===== config.mk =====
export PLATFORM = sky130hd
export DESIGN_NAME = dag_top
export DESIGN_NICKNAME = d
export VERILOG_FILES = /design/src/hdl/dag_unit.v /design/src/hdl/dag_top.v
export VERILOG_INCLUDE_DIRS = /design/src /design/src/hdl
export SDC_FILE = /design/constraint.sdc
export NUM_CORES = 2
export LEC_CHECK = 0
export ABC_AREA = 1
export BUFFER_PORTS_ARGS = -buffer_cell sky130_fd_sc_hd__buf_2
export CORE_MARGIN = 2
export CORE_UTILIZATION = 64
export CTS_CLUSTER_SIZE = 25
export DETAILED_ROUTE_END_ITERATION = 10
export GPL_TIMING_DRIVEN = 1
export PLACE_DENSITY = 0.83
export SLEW_MARGIN = 20
export SYNTH_ARGS = -nofsm -noshare
export SYNTH_HDL_FRONTEND = slang
export SYNTH_HIERARCHICAL = 1
export SYNTH_SLANG_ARGS = --single-unit

===== constraint.sdc =====
create_clock -name clk_i -period 7.1 [get_ports clk_i]
set_clock_uncertainty 0.05 [all_clocks]
set_input_delay 0.71 -clock clk_i [delete_from_list [all_inputs] [get_ports clk_i]]
set_output_delay 0.71 -clock clk_i [all_outputs]
set_load 0.005 [all_outputs]

===== src/hdl/dag_defines.vh =====
`ifndef DAG_DEFINES_VH
`define DAG_DEFINES_VH
// Widths
`define DAG_IDX_W      16
`define DAG_PAGE_W     8
`define DAG_ADDR_W     24
`define DAG_OFS_W      8
// Reset values
`define DAG_IDX_RST    16'h0000
`define DAG_PAGE_RST   8'h00
`define DAG_ADDR_RST   24'h000000
`define DAG_BANK_RST   1'h0
// Operation codes
`define DAG_OP_POSTMOD 2'h0
`define DAG_OP_PREMOD  2'h1
`define DAG_OP_PREOFS  2'h2
`define DAG_OP_POSTOFS 2'h3
// Register-load select codes
`define DAG_LD_INDEX   2'h0
`define DAG_LD_MODIFY  2'h1
`define DAG_LD_LENGTH  2'h2
`define DAG_LD_BASE    2'h3
`endif


===== src/hdl/dag_unit.v =====
`timescale 1ns/100ps
`include "dag_defines.vh"
// Register store of one address generator: primary and secondary banks
module dag_unit
(
  input  wire        clk_i,     // Core clock
  input  wire        resetn_i,  // Async reset, active low
  input  wire        bank_i,    // Active bank select (0 primary)
  input  wire [1:0]  ptr_i,     // Index pointer select
  input  wire [1:0]  mod_i,     // Modify register select
  input  wire        upd_i,     // Write back the updated pointer
  input  wire [15:0] upd_val_i, // Updated pointer value
  input  wire        ld_i,      // Register load strobe
  input  wire [1:0]  ld_kind_i, // Register kind to load
  input  wire [1:0]  ld_sel_i,  // Register number to load
  input  wire [15:0] ld_val_i,  // Value to load
  input  wire        pg_ld_i,   // Page register load
  input  wire [7:0]  pg_val_i,  // Page value
  output wire [15:0] idx_o,     // Selected index pointer
  output wire [15:0] mdf_o,     // Selected modify value
  output wire [15:0] len_o,     // Length of selected pointer
  output wire [15:0] bas_o,     // Base of selected pointer
  output wire [7:0]  page_o     // Page register
);

  // Bank bit sits on top so the two sets never alias
  reg  [15:0] idx  [0:7];  // Index pointers
  reg  [15:0] mdf  [0:7];  // Modify values
  reg  [15:0] len  [0:7];  // Buffer lengths
  reg  [15:0] bas  [0:7];  // Buffer bases
  reg  [7:0]  page;        // Page, shared by both banks
  integer     i;
  wire [2:0]  sel  = {bank_i, ptr_i};
  wire [2:0]  msel = {bank_i, mod_i};
  wire [2:0]  lsel = {bank_i, ld_sel_i};

  //////////////////////////////////////////////////////////////////
  // Read ports are plain muxes; the caller registers what leaves
  assign idx_o  = idx[sel];
  assign mdf_o  = mdf[msel];
  assign len_o  = len[sel];
  assign bas_o  = bas[sel];
  assign page_o = page;

  //////////////////////////////////////////////////////////////////
  // Register store; a load lands after the write-back, so it wins
  always @(posedge clk_i or negedge resetn_i)
  begin
    if (!resetn_i)
    begin
      for (i = 0; i < 8; i = i + 1)
      begin
        idx[i] <= `DAG_IDX_RST;
        mdf[i] <= `DAG_IDX_RST;
        len[i] <= `DAG_IDX_RST;
        bas[i] <= `DAG_IDX_RST;
      end
      page <= `DAG_PAGE_RST;
    end
    else
    begin
      if (upd_i)
        idx[sel] <= upd_val_i;
      if (ld_i)
      begin
        case (ld_kind_i)
          `DAG_LD_INDEX  : idx[lsel] <= ld_val_i;
          `DAG_LD_MODIFY : mdf[lsel] <= ld_val_i;
          `DAG_LD_LENGTH : len[lsel] <= ld_val_i;
          default        : bas[lsel] <= ld_val_i;
        endcase
      end
      if (pg_ld_i)
        page <= pg_val_i;
    end
  end

endmodule


===== src/hdl/dag_top.v =====
// How it works
// - Each generator holds four 16-bit index pointers, updated on accesses.
// - Both generators yield an address in the same cycle.
// - Indirect access modifies pointer pre or post by one of four modify registers.
// - Signed 8-bit immediate offset before or after; pre-offset leaves pointer.
// - Length and base define a circular buffer the pointer stays within.
// - Circular wrap stays inside the 64K page; never crosses page boundary.
// - Secondary copy of all registers but the shared page; bank switch takes one cycle.
// - Index forms low 16 bits; own 8-bit page register gives upper eight.
`timescale 1ns/100ps
`include "dag_defines.vh"
module dag_top
(
  input  wire        clk_i,       // Core clock 25 MHz
  input  wire        resetn_i,    // Async reset, active low
  input  wire        bank_sw_i,   // Context switch request pulse
  input  wire        dm_req_i,    // Data memory access request
  input  wire [1:0]  dm_op_i,     // Data side operation
  input  wire [1:0]  dm_ptr_i,    // Data side pointer select
  input  wire [1:0]  dm_mod_i,    // Data side modify select
  input  wire [7:0]  dm_ofs_i,    // Data side offset
  input  wire        pm_req_i,    // Program memory access request
  input  wire [1:0]  pm_op_i,     // Program side operation
  input  wire [1:0]  pm_ptr_i,    // Program side pointer select
  input  wire [1:0]  pm_mod_i,    // Program side modify select
  input  wire [7:0]  pm_ofs_i,    // Program side offset
  input  wire        ld_i,        // Register load strobe
  input  wire        ld_gen_i,    // Generator to load (0 data)
  input  wire [1:0]  ld_kind_i,   // Register kind
  input  wire [1:0]  ld_sel_i,    // Register number
  input  wire [15:0] ld_val_i,    // Load value
  input  wire        pg_ld_i,     // Page load strobe
  input  wire        pg_gen_i,    // Generator of page load
  input  wire [7:0]  pg_val_i,    // Page value
  output reg         bank_o,      // Active bank
  output reg  [23:0] dm_addr_o,   // Data memory address
  output reg         dm_valid_o,  // Data address valid
  output reg  [23:0] pm_addr_o,   // Program memory address
  output reg         pm_valid_o   // Program address valid
);

  // Per-generator views of the two register stores; each side
  // sees only its own pointers, so the two can never collide
  wire [15:0] dm_idx;       // Data side selected pointer
  wire [15:0] dm_mdf;       // Data side selected modify value
  wire [15:0] dm_len;       // Data side buffer length
  wire [15:0] dm_bas;       // Data side buffer base
  wire [7:0]  dm_page;      // Data side page
  wire [15:0] pm_idx;       // Program side selected pointer
  wire [15:0] pm_mdf;       // Program side selected modify value
  wire [15:0] pm_len;       // Program side buffer length
  wire [15:0] pm_bas;       // Program side buffer base
  wire [7:0]  pm_page;      // Program side page
  wire [15:0] dm_eff;       // Data side index on the bus
  wire [15:0] pm_eff;       // Program side index on the bus
  wire [15:0] next_dm_idx;  // Data side written-back pointer
  wire [15:0] next_pm_idx;  // Program side written-back pointer
  wire        dm_ld;        // Register load steered to data side
  wire        pm_ld;        // Register load steered to program side
  wire        dm_pg_ld;     // Page load steered to data side
  wire        pm_pg_ld;     // Page load steered to program side

  //////////////////////////////////////////////////////////////////
  // Circular wrap of a pointer moved by a signed step. The sum is
  // cut to 16 bits, so a buffer can never leak into the page bits;
  // a length of zero turns the wrap off for linear pointers.
  function [15:0] wrap;
    input [15:0] ptr;
    input [16:0] step;
    input [15:0] len;
    input [15:0] bas;
    reg   [16:0] sum;
    reg   [16:0] top;
    begin
      sum = {1'h0, ptr} + step;
      top = {1'h0, bas} + {1'h0, len};
      if (len == 16'h0000)
        wrap = sum[15:0];
      else if (!step[16] && sum[15:0] >= top[15:0])
        wrap = sum[15:0] - len;
      else if (step[16] && sum[15:0] < bas)
        wrap = sum[15:0] + len;
      else
        wrap = sum[15:0];
    end
  endfunction

  // Index that goes out with the access; only the pre forms move it
  function [15:0] eff_idx;
    input [1:0]  op;
    input [15:0] cur;
    input [15:0] mval;
    input [7:0]  ofs;
    input [15:0] len;
    input [15:0] bas;
    begin
      case (op)
        `DAG_OP_PREMOD : eff_idx = wrap(cur, {mval[15], mval}, len, bas);
        `DAG_OP_PREOFS : eff_idx = wrap(cur, {{9{ofs[7]}}, ofs}, len, bas);
        default        : eff_idx = cur;
      endcase
    end
  endfunction

  // Pointer written back after the access; pre-offset leaves it alone
  function [15:0] next_ptr;
    input [1:0]  op;
    input [15:0] cur;
    input [15:0] mval;
    input [7:0]  ofs;
    input [15:0] len;
    input [15:0] bas;
    begin
      case (op)
        `DAG_OP_POSTMOD : next_ptr = wrap(cur, {mval[15], mval}, len, bas);
        `DAG_OP_PREMOD  : next_ptr = wrap(cur, {mval[15], mval}, len, bas);
        `DAG_OP_POSTOFS : next_ptr = wrap(cur, {{9{ofs[7]}}, ofs}, len, bas);
        default         : next_ptr = cur;
      endcase
    end
  endfunction

  //////////////////////////////////////////////////////////////////
  // Both generators compute in parallel from their own stores
  assign dm_eff      = eff_idx(dm_op_i, dm_idx, dm_mdf, dm_ofs_i, dm_len, dm_bas);
  assign pm_eff      = eff_idx(pm_op_i, pm_idx, pm_mdf, pm_ofs_i, pm_len, pm_bas);
  assign next_dm_idx = next_ptr(dm_op_i, dm_idx, dm_mdf, dm_ofs_i, dm_len, dm_bas);
  assign next_pm_idx = next_ptr(pm_op_i, pm_idx, pm_mdf, pm_ofs_i, pm_len, pm_bas);

  // One shared load bus, steered by the generator bit; a user who
  // loads and accesses the same pointer in one cycle gets the load
  assign dm_ld       = ld_i & ~ld_gen_i;
  assign pm_ld       = ld_i & ld_gen_i;
  assign dm_pg_ld    = pg_ld_i & ~pg_gen_i;
  assign pm_pg_ld    = pg_ld_i & pg_gen_i;

  //////////////////////////////////////////////////////////////////
  // Bank select toggles in one cycle; both generators follow it
  always @(posedge clk_i or negedge resetn_i)
  begin
    if (!resetn_i)
      bank_o <= `DAG_BANK_RST;
    else if (bank_sw_i)
      bank_o <= ~bank_o;
  end

  //////////////////////////////////////////////////////////////////
  // Bus outputs straight from flops; the address holds between
  // requests so a slow memory may keep sampling it
  always @(posedge clk_i or negedge resetn_i)
  begin
    if (!resetn_i)
    begin
      dm_addr_o  <= `DAG_ADDR_RST;
      dm_valid_o <= 1'h0;
      pm_addr_o  <= `DAG_ADDR_RST;
      pm_valid_o <= 1'h0;
    end
    else
    begin
      dm_valid_o <= dm_req_i;
      pm_valid_o <= pm_req_i;
      if (dm_req_i)
        dm_addr_o <= {dm_page, dm_eff};
      if (pm_req_i)
        pm_addr_o <= {pm_page, pm_eff};
    end
  end

  //////////////////////////////////////////////////////////////////
  // Data side register store
  dag_unit u_data_addr_gen
  (
    .clk_i     (clk_i),
    .resetn_i  (resetn_i),
    .bank_i    (bank_o),
    .ptr_i     (dm_ptr_i),
    .mod_i     (dm_mod_i),
    .upd_i     (dm_req_i),
    .upd_val_i (next_dm_idx),
    .ld_i      (dm_ld),
    .ld_kind_i (ld_kind_i),
    .ld_sel_i  (ld_sel_i),
    .ld_val_i  (ld_val_i),
    .pg_ld_i   (dm_pg_ld),
    .pg_val_i  (pg_val_i),
    .idx_o     (dm_idx),
    .mdf_o     (dm_mdf),
    .len_o     (dm_len),
    .bas_o     (dm_bas),
    .page_o    (dm_page)
  );

  //////////////////////////////////////////////////////////////////
  // Program side register store
  dag_unit u_prog_addr_gen
  (
    .clk_i     (clk_i),
    .resetn_i  (resetn_i),
    .bank_i    (bank_o),
    .ptr_i     (pm_ptr_i),
    .mod_i     (pm_mod_i),
    .upd_i     (pm_req_i),
    .upd_val_i (next_pm_idx),
    .ld_i      (pm_ld),
    .ld_kind_i (ld_kind_i),
    .ld_sel_i  (ld_sel_i),
    .ld_val_i  (ld_val_i),
    .pg_ld_i   (pm_pg_ld),
    .pg_val_i  (pg_val_i),
    .idx_o     (pm_idx),
    .mdf_o     (pm_mdf),
    .len_o     (pm_len),
    .bas_o     (pm_bas),
    .page_o    (pm_page)
  );

endmodule


# ---- Word-level counts from Yosys, hierarchy flattened
# Cells that the tools add are included.
dict set report op_classes {
  add_sub_neg 14
  n_lt_le_gt_ge 16
  eq_ne 8
  muxes 62
  bitwise 13
  n_reduce_logical 29
}
# cell count
set ops {}
lappend ops {{128-bit bitwise mux} 10}
lappend ops {{128-bit two-way mux} 6}
lappend ops {{16-bit two-way mux} 31}
lappend ops {{16-bit binary-select mux with 3-bit select} 8}
lappend ops {{16-bit adder} 10}
lappend ops {{16-bit demux with 3-bit select} 3}
lappend ops {{16-bit case mux with 2 select lines} 4}
lappend ops {{16-bit >= comparator} 4}
lappend ops {{16-bit less-than comparator} 4}
lappend ops {{16-bit subtractor} 4}
lappend ops {{16-bit zero test} 2}
lappend ops {{4-bit >= comparator (second input constant)} 5}
lappend ops {{3-bit inverter with 4-bit output} 5}
lappend ops {{4-bit by 1-bit less-than comparator with 1-bit output (second input constant)} 3}
lappend ops {{2-bit AND reduction} 6}
lappend ops {{1-bit logical AND} 11}
lappend ops {{2-bit == test (second input constant)} 5}
lappend ops {{2-bit by 1-bit == test with 1-bit output (second input constant)} 3}
lappend ops {{2-bit zero test} 3}
lappend ops {{1-bit AND} 4}
lappend ops {{1-bit zero test} 4}
lappend ops {{1-bit inverter} 4}
lappend ops {{2-bit OR reduction} 2}
lappend ops {{3-bit OR reduction} 1}
dict set report totals {
  reg_bits 1091
  out_inout_bits 51
  elab_cells 213
}

# ---- Logic depth before layout (Yosys ltp)
dict set report depth {
  word_depth 16
  ltp_mapped 45
  depth_no_buf 43
}

# ---- By module
# Netlist, hierarchy kept.
# mod instances cells_per_inst area_per_inst_um2 seq_area_each_um2
set modules_own_cells {}
lappend modules_own_cells {{dag_unit at u_prog_addr_gen} 1 3513 25862.3 13012.5}
lappend modules_own_cells {{dag_unit at u_data_addr_gen} 1 3254 25234.2 13012.5}
lappend modules_own_cells {dag_top 1 3008 18405.2 1276.2}

# ---- Least setup slack after synthesis
# No wires, ideal clock.
dict set report synth_path {
  path_kind {input port to flip-flop}
  from {in dm_ptr_i[0]}
  to {reg u_data_addr_gen/idx[123] in the netlist's numbering}
  arrival_time_ns 5.585
  required_ns 6.985
  slack_ns 1.400
  stages 33
  path_buffers 4
  path_cell_list {buf_2 > buf_2 > buf_1 > nand2_1 > o211ai_1 > nand4_1 > ha_1 > nand3_1 > nand3_1 > a21oi_1 > o21bai_1 > a21boi_0 > o21ai_0 > a21oi_1 > o21ai_0 > a21o_1 > a21oi_1 > xor2_1 > ha_1 > a21oi_1 > nor3_1 > a211oi_1 > nand2_4 > nand2_4 > buf_6 > nand2_1 > nand3_1 > nand3_1 > a31oi_1 > inv_1 > o21ai_1 > nand2_1 > nand2_1}
}
# element line
set synth_lines {}
lappend synth_lines {{start: declaration} dag_top.v:19} ;# input wire [1:0] dm_ptr_i,
lappend synth_lines {{3-bit inverter with 4-bit output (not written as such) *} dag_unit.v:41} ;# assign len_o = len[sel];
lappend synth_lines {{16-bit binary-select mux with 3-bit select *} dag_unit.v:41}
lappend synth_lines {{16-bit two-way mux (not written as such) * (2 in series)} dag_unit.v:41}
lappend synth_lines {{via dm_len[2]} dag_top.v:46} ;# wire [15:0] dm_len;
lappend synth_lines {{16-bit adder} dag_top.v:76} ;# top = {1'h0, bas} + {1'h0, len};
lappend synth_lines {{16-bit >= comparator} dag_top.v:79} ;# else if (!step[16] && sum[15:0] >= top[15:0])
lappend synth_lines {{1-bit logical AND} dag_top.v:79}
lappend synth_lines {{16-bit two-way mux (2 in series)} -}
lappend synth_lines {{16-bit case mux with 2 select lines *} dag_top.v:114} ;# case (op)
lappend synth_lines {{via next_dm_idx[11]} dag_top.v:56} ;# wire [15:0] next_dm_idx;
lappend synth_lines {{128-bit bitwise mux *} dag_unit.v:63} ;# idx[sel] <= upd_val_i;
lappend synth_lines {{128-bit two-way mux *} dag_unit.v:62} ;# if (upd_i)
lappend synth_lines {{128-bit bitwise mux} dag_unit.v:67} ;# `DAG_LD_INDEX : idx[lsel] <= ld_val_i;
lappend synth_lines {{128-bit two-way mux} dag_unit.v:66} ;# case (ld_kind_i)
lappend synth_lines {{128-bit two-way mux *} dag_unit.v:64} ;# if (ld_i)
lappend synth_lines {{end signal: indexed assignment} dag_unit.v:53} ;# idx[i] <= `DAG_IDX_RST;
lappend synth_lines {{end signal: indexed assignment} dag_unit.v:63}
lappend synth_lines {{end signal: indexed assignment} dag_unit.v:67}
lappend synth_lines {{end: declaration} dag_unit.v:27} ;# reg [15:0] idx [0:7];
# Mark *: on every way through the listed nets, which the timed path passes. The rest lies on a longest branch. The select of a mux whose other input is x is not followed.
# A chain may end at the register's enable or synchronous reset.

# ---- Worst setup path in the final report
dict set report layout_path {
  from {reg bank_o}
  to {reg u_data_addr_gen/idx[18] in the netlist's numbering}
}
# element line
set layout_lines {}
lappend layout_lines {{start: declaration} dag_top.v:35} ;# output reg bank_o,
lappend layout_lines {{start signal: assignment} dag_top.v:142} ;# bank_o <= `DAG_BANK_RST;
lappend layout_lines {{start signal: assignment} dag_top.v:144} ;# bank_o <= ~bank_o;
lappend layout_lines {{3-bit inverter with 4-bit output (not written as such) *} dag_unit.v:41}
lappend layout_lines {{16-bit binary-select mux with 3-bit select *} dag_unit.v:41}
lappend layout_lines {{16-bit two-way mux (not written as such) * (2 in series)} dag_unit.v:41}
lappend layout_lines {{via dm_len[8]} dag_top.v:46}
lappend layout_lines {{16-bit adder} dag_top.v:76}
lappend layout_lines {{16-bit >= comparator} dag_top.v:79}
lappend layout_lines {{1-bit logical AND} dag_top.v:79}
lappend layout_lines {{16-bit two-way mux (2 in series)} -}
lappend layout_lines {{16-bit case mux with 2 select lines *} dag_top.v:114}
lappend layout_lines {{via next_dm_idx[2]} dag_top.v:56}
lappend layout_lines {{128-bit bitwise mux *} dag_unit.v:63}
lappend layout_lines {{128-bit two-way mux *} dag_unit.v:62}
lappend layout_lines {{128-bit bitwise mux} dag_unit.v:67}
lappend layout_lines {{128-bit two-way mux} dag_unit.v:66}
lappend layout_lines {{128-bit two-way mux *} dag_unit.v:64}
# Marked as above.

==> impl_metrics.py <==
metrics = {
    "clock_network": {
        "htree_num_levels": 3,
        "cts.sinks": 1091,
        "clk_pin_slew_ns": 0.06,
        "cts_tree": "yes",
        "hold_buffers": 0,
        "worstSkewPairLatency_ns": 0.76,
        "cts-root-buf": "clkbuf_16",
        "cts_buffer_depth": 3,
        "cts_made_buffers": 111,
    },
    "synthesis": {
        "synth_nets": 10200,
        "ys_seq_area_frac": 0.393,
        "yosys-top-cells-area": "dfrtp_1 39%, nand2_1 16%, o21ai_0 7.7%",
        "ys_types": 52,
        "yosysTopAreaCell": "dfrtp_1",
        "synth.avg_cell_area_sq_um": 7.11,
        "synth-edff-count": 0,
        "syn-cell-area_sq_um": 69500,
        "yosysWarningCount": 6,
        "synthCells": 9775,
        "async_reset_ff_frac": 1.00,
        "synth_top_area_share": 0.393,
        "synth-seq-cells": 1091,
        "synth_flop_cell": "dfrtp_1",
    },
    "finish": {
        "layout-drive-gt1-share": 0.0830,
        "final_area_sq_um": 76500,
        "utilization": 0.713,
        "nets": 10200,
        "syn_to_final_growth_pct": 10.1,
        "layout_common_cells": "3038 x nand2_1, 1153 x inv_1, 1090 x dfrtp_1, 1071 x o21ai_0, 598 x nand3_1",
        "final_common_cell": "nand2_1",
    },
    "routing": {
        "drc": 0,
        "wirelength_um": 254000,
        "final_antenna_net_count": 0,
        "dr.pass1.iters": 9,
        "wl_per_cell_um": 22.5,
        "post_drt_via_cell_ratio": 6.15,
        "drt_iter0_markers": 9425,
        "vias": 69300,
    },
    "setup_path": {
        "required_ns": 7.55,
        "end_kind": "flop",
        "slowest_delay_ns": 0.64,
        "worstSetupStartpointType": "flop",
        "path_buf_inv": 8,
        "cpMaxStageDelayCell": "dfrtp_4",
        "crit_top_cell": "nand3_1",
        "crit_family": "simple AND/OR/NAND/NOR gates",
        "arrival_ns": 7.20,
        "crit_type": "reg2reg",
        "cp_max_fo": 12,
    },
    "run_status": {
        "violations": "negative hold slack",
        "status": "finished with violations",
    },
    "sta": {
        "setup_viol": 0,
        "rsz0062_at_grt": "yes",
        "fin_ws_ns": 0.353,
        "slew-limit-headroom": 0.156,
        "hold_violations": 14,
        "fin_hold_ws_ns": -0.0431,
        "fmax_mhz": 148,
        "min_period_ns": 6.75,
        "drv_slew": 0,
        "fin_crit_sh": 0.950,
        "tightest_slew_ns": 1.26,
    },
    "floorplan": {
        "ios": 116,
        "initial_core_util": 0.647,
        "die_h_um": 334,
        "dieArea_sq_um": 111000,
        "rows": 120,
        "core_area_sq_um": 107000,
        "die_w_um": 334,
    },
    "global_route": {
        "antenna_found_initial": 8,
        "grt_use_total": 0.451,
        "first_global_vias": 66400,
        "grt_overflow_total": 0,
        "grt_max_degree": 191,
        "grt_pass1_wl_um": 386000,
    },
    "placement": {
        "placed_area_sq_um": 72400,
        "place_hpwl_um": 174000,
        "io_buffers": 115,
        "dp_slack_ns": 0.178,
        "gp_congestion": 1.06,
    },
    "min_path": {
        "hp-class": "in2async",
    },
    "run": {
        "cap_violations": 0,
    },
}
[layer usage]
metal  part of all wire  wire length (um)  global-route usage
met2               0.44            112000               0.697
met1               0.35             88300               0.538
met3               0.11             28000              0.0993
met4              0.099             25200               0.381
met5                  0                 0                   0
[state kept, by name, indices dropped and copies added, names as in the netlist]
name and flops:
u_data_addr_gen/idx 128, bank_o 1, u_data_addr_gen/bas 128, u_data_addr_gen/page_o 8, u_data_addr_gen/mdf 128, u_prog_addr_gen/bas 128, pm_addr_o 24, u_prog_addr_gen/len 128
u_prog_addr_gen/idx 128, pm_valid_o 1, u_prog_addr_gen/page_o 8, u_prog_addr_gen/mdf 128, dm_addr_o 24, dm_valid_o 1, u_data_addr_gen/len 128
[per-stage QoR]
step / TNS, ns / instances
global route: -0.0142 / 11300
finish: 0 / 11300
global placement: 0 / 11100
CTS: 0 / 11300
detailed placement: 0 / 11100
floorplan: 0 / 9775
[Yosys cell counts (all sizes together) (2+ instances only)]
library cell	count
a211oi	7
a21boi	15
a21o	14
a21oi	349
a221oi	4
a31oi	39
buf	203
clkbuf	393
clkinv	6
dfrtp	1091
fa	14
ha	343
inv	1173
mux2	16
nand2	3079
nand3	602
nand3b	22
nand4	70
nor2	563
nor3	47
nor4	12
o211ai	346
o21a	7
o21ai	1109
o21bai	19
o31a	2
o31ai	16
or2	34
xnor2	36
xor2	141
[repair_timing]
| item | CTS | global route |
|---|---|---|
| setup buffers | 0 | 4 |
| setup endpoints to repair | 0 | 206 |
| gates resized for setup | 0 | 7 |
[final timing paths]
kind / slack, ns / depth (start not counted) / end / startpoint
max: 0.35 / 34 / u_data_addr_gen/idx[18] / bank_o
min: -0.04 / 1 / u_data_addr_gen/len[44] / resetn_i
max reg2reg: 0.35 / 34 / u_data_addr_gen/idx[18] / bank_o
min reg2reg: 0.42 / 2 / dm_addr_o[22] / dm_addr_o[22]
max in group asynchronous: 5.35 / 3 / u_prog_addr_gen/len[98] / resetn_i
min in group clk_i: 0.08 / 2 / bank_o / bank_sw_i
[layout make-up]
type,instances,area (sq um)
Multi-Input combinational cell,6909,35300
Fill cell,8660,30800
Sequential cell,1091,27300
Inverter,1179,4430
Timing Repair Buffer,478,3710
Clock buffer,170,3330
Tap cell,1403,1760
Clock inverter,38,652
Antenna cell,8,20.0
[cells by family after synthesis]
group / after synthesis / synth area share
buffers and inverters: 1775 / 0.100
AND/OR/NAND/NOR: 4430 / 0.261
flip-flops: 1091 / 0.393
AO/OA/AOI/OAI: 1929 / 0.155
multiplexers: 16 / 0.00259
XOR/XNOR: 177 / 0.0223
adder cells (fa/ha/maj): 357 / 0.0658
Power is not shown: default switching activity piles up to over one toggle a cycle in this logic, so the estimate is an artifact.
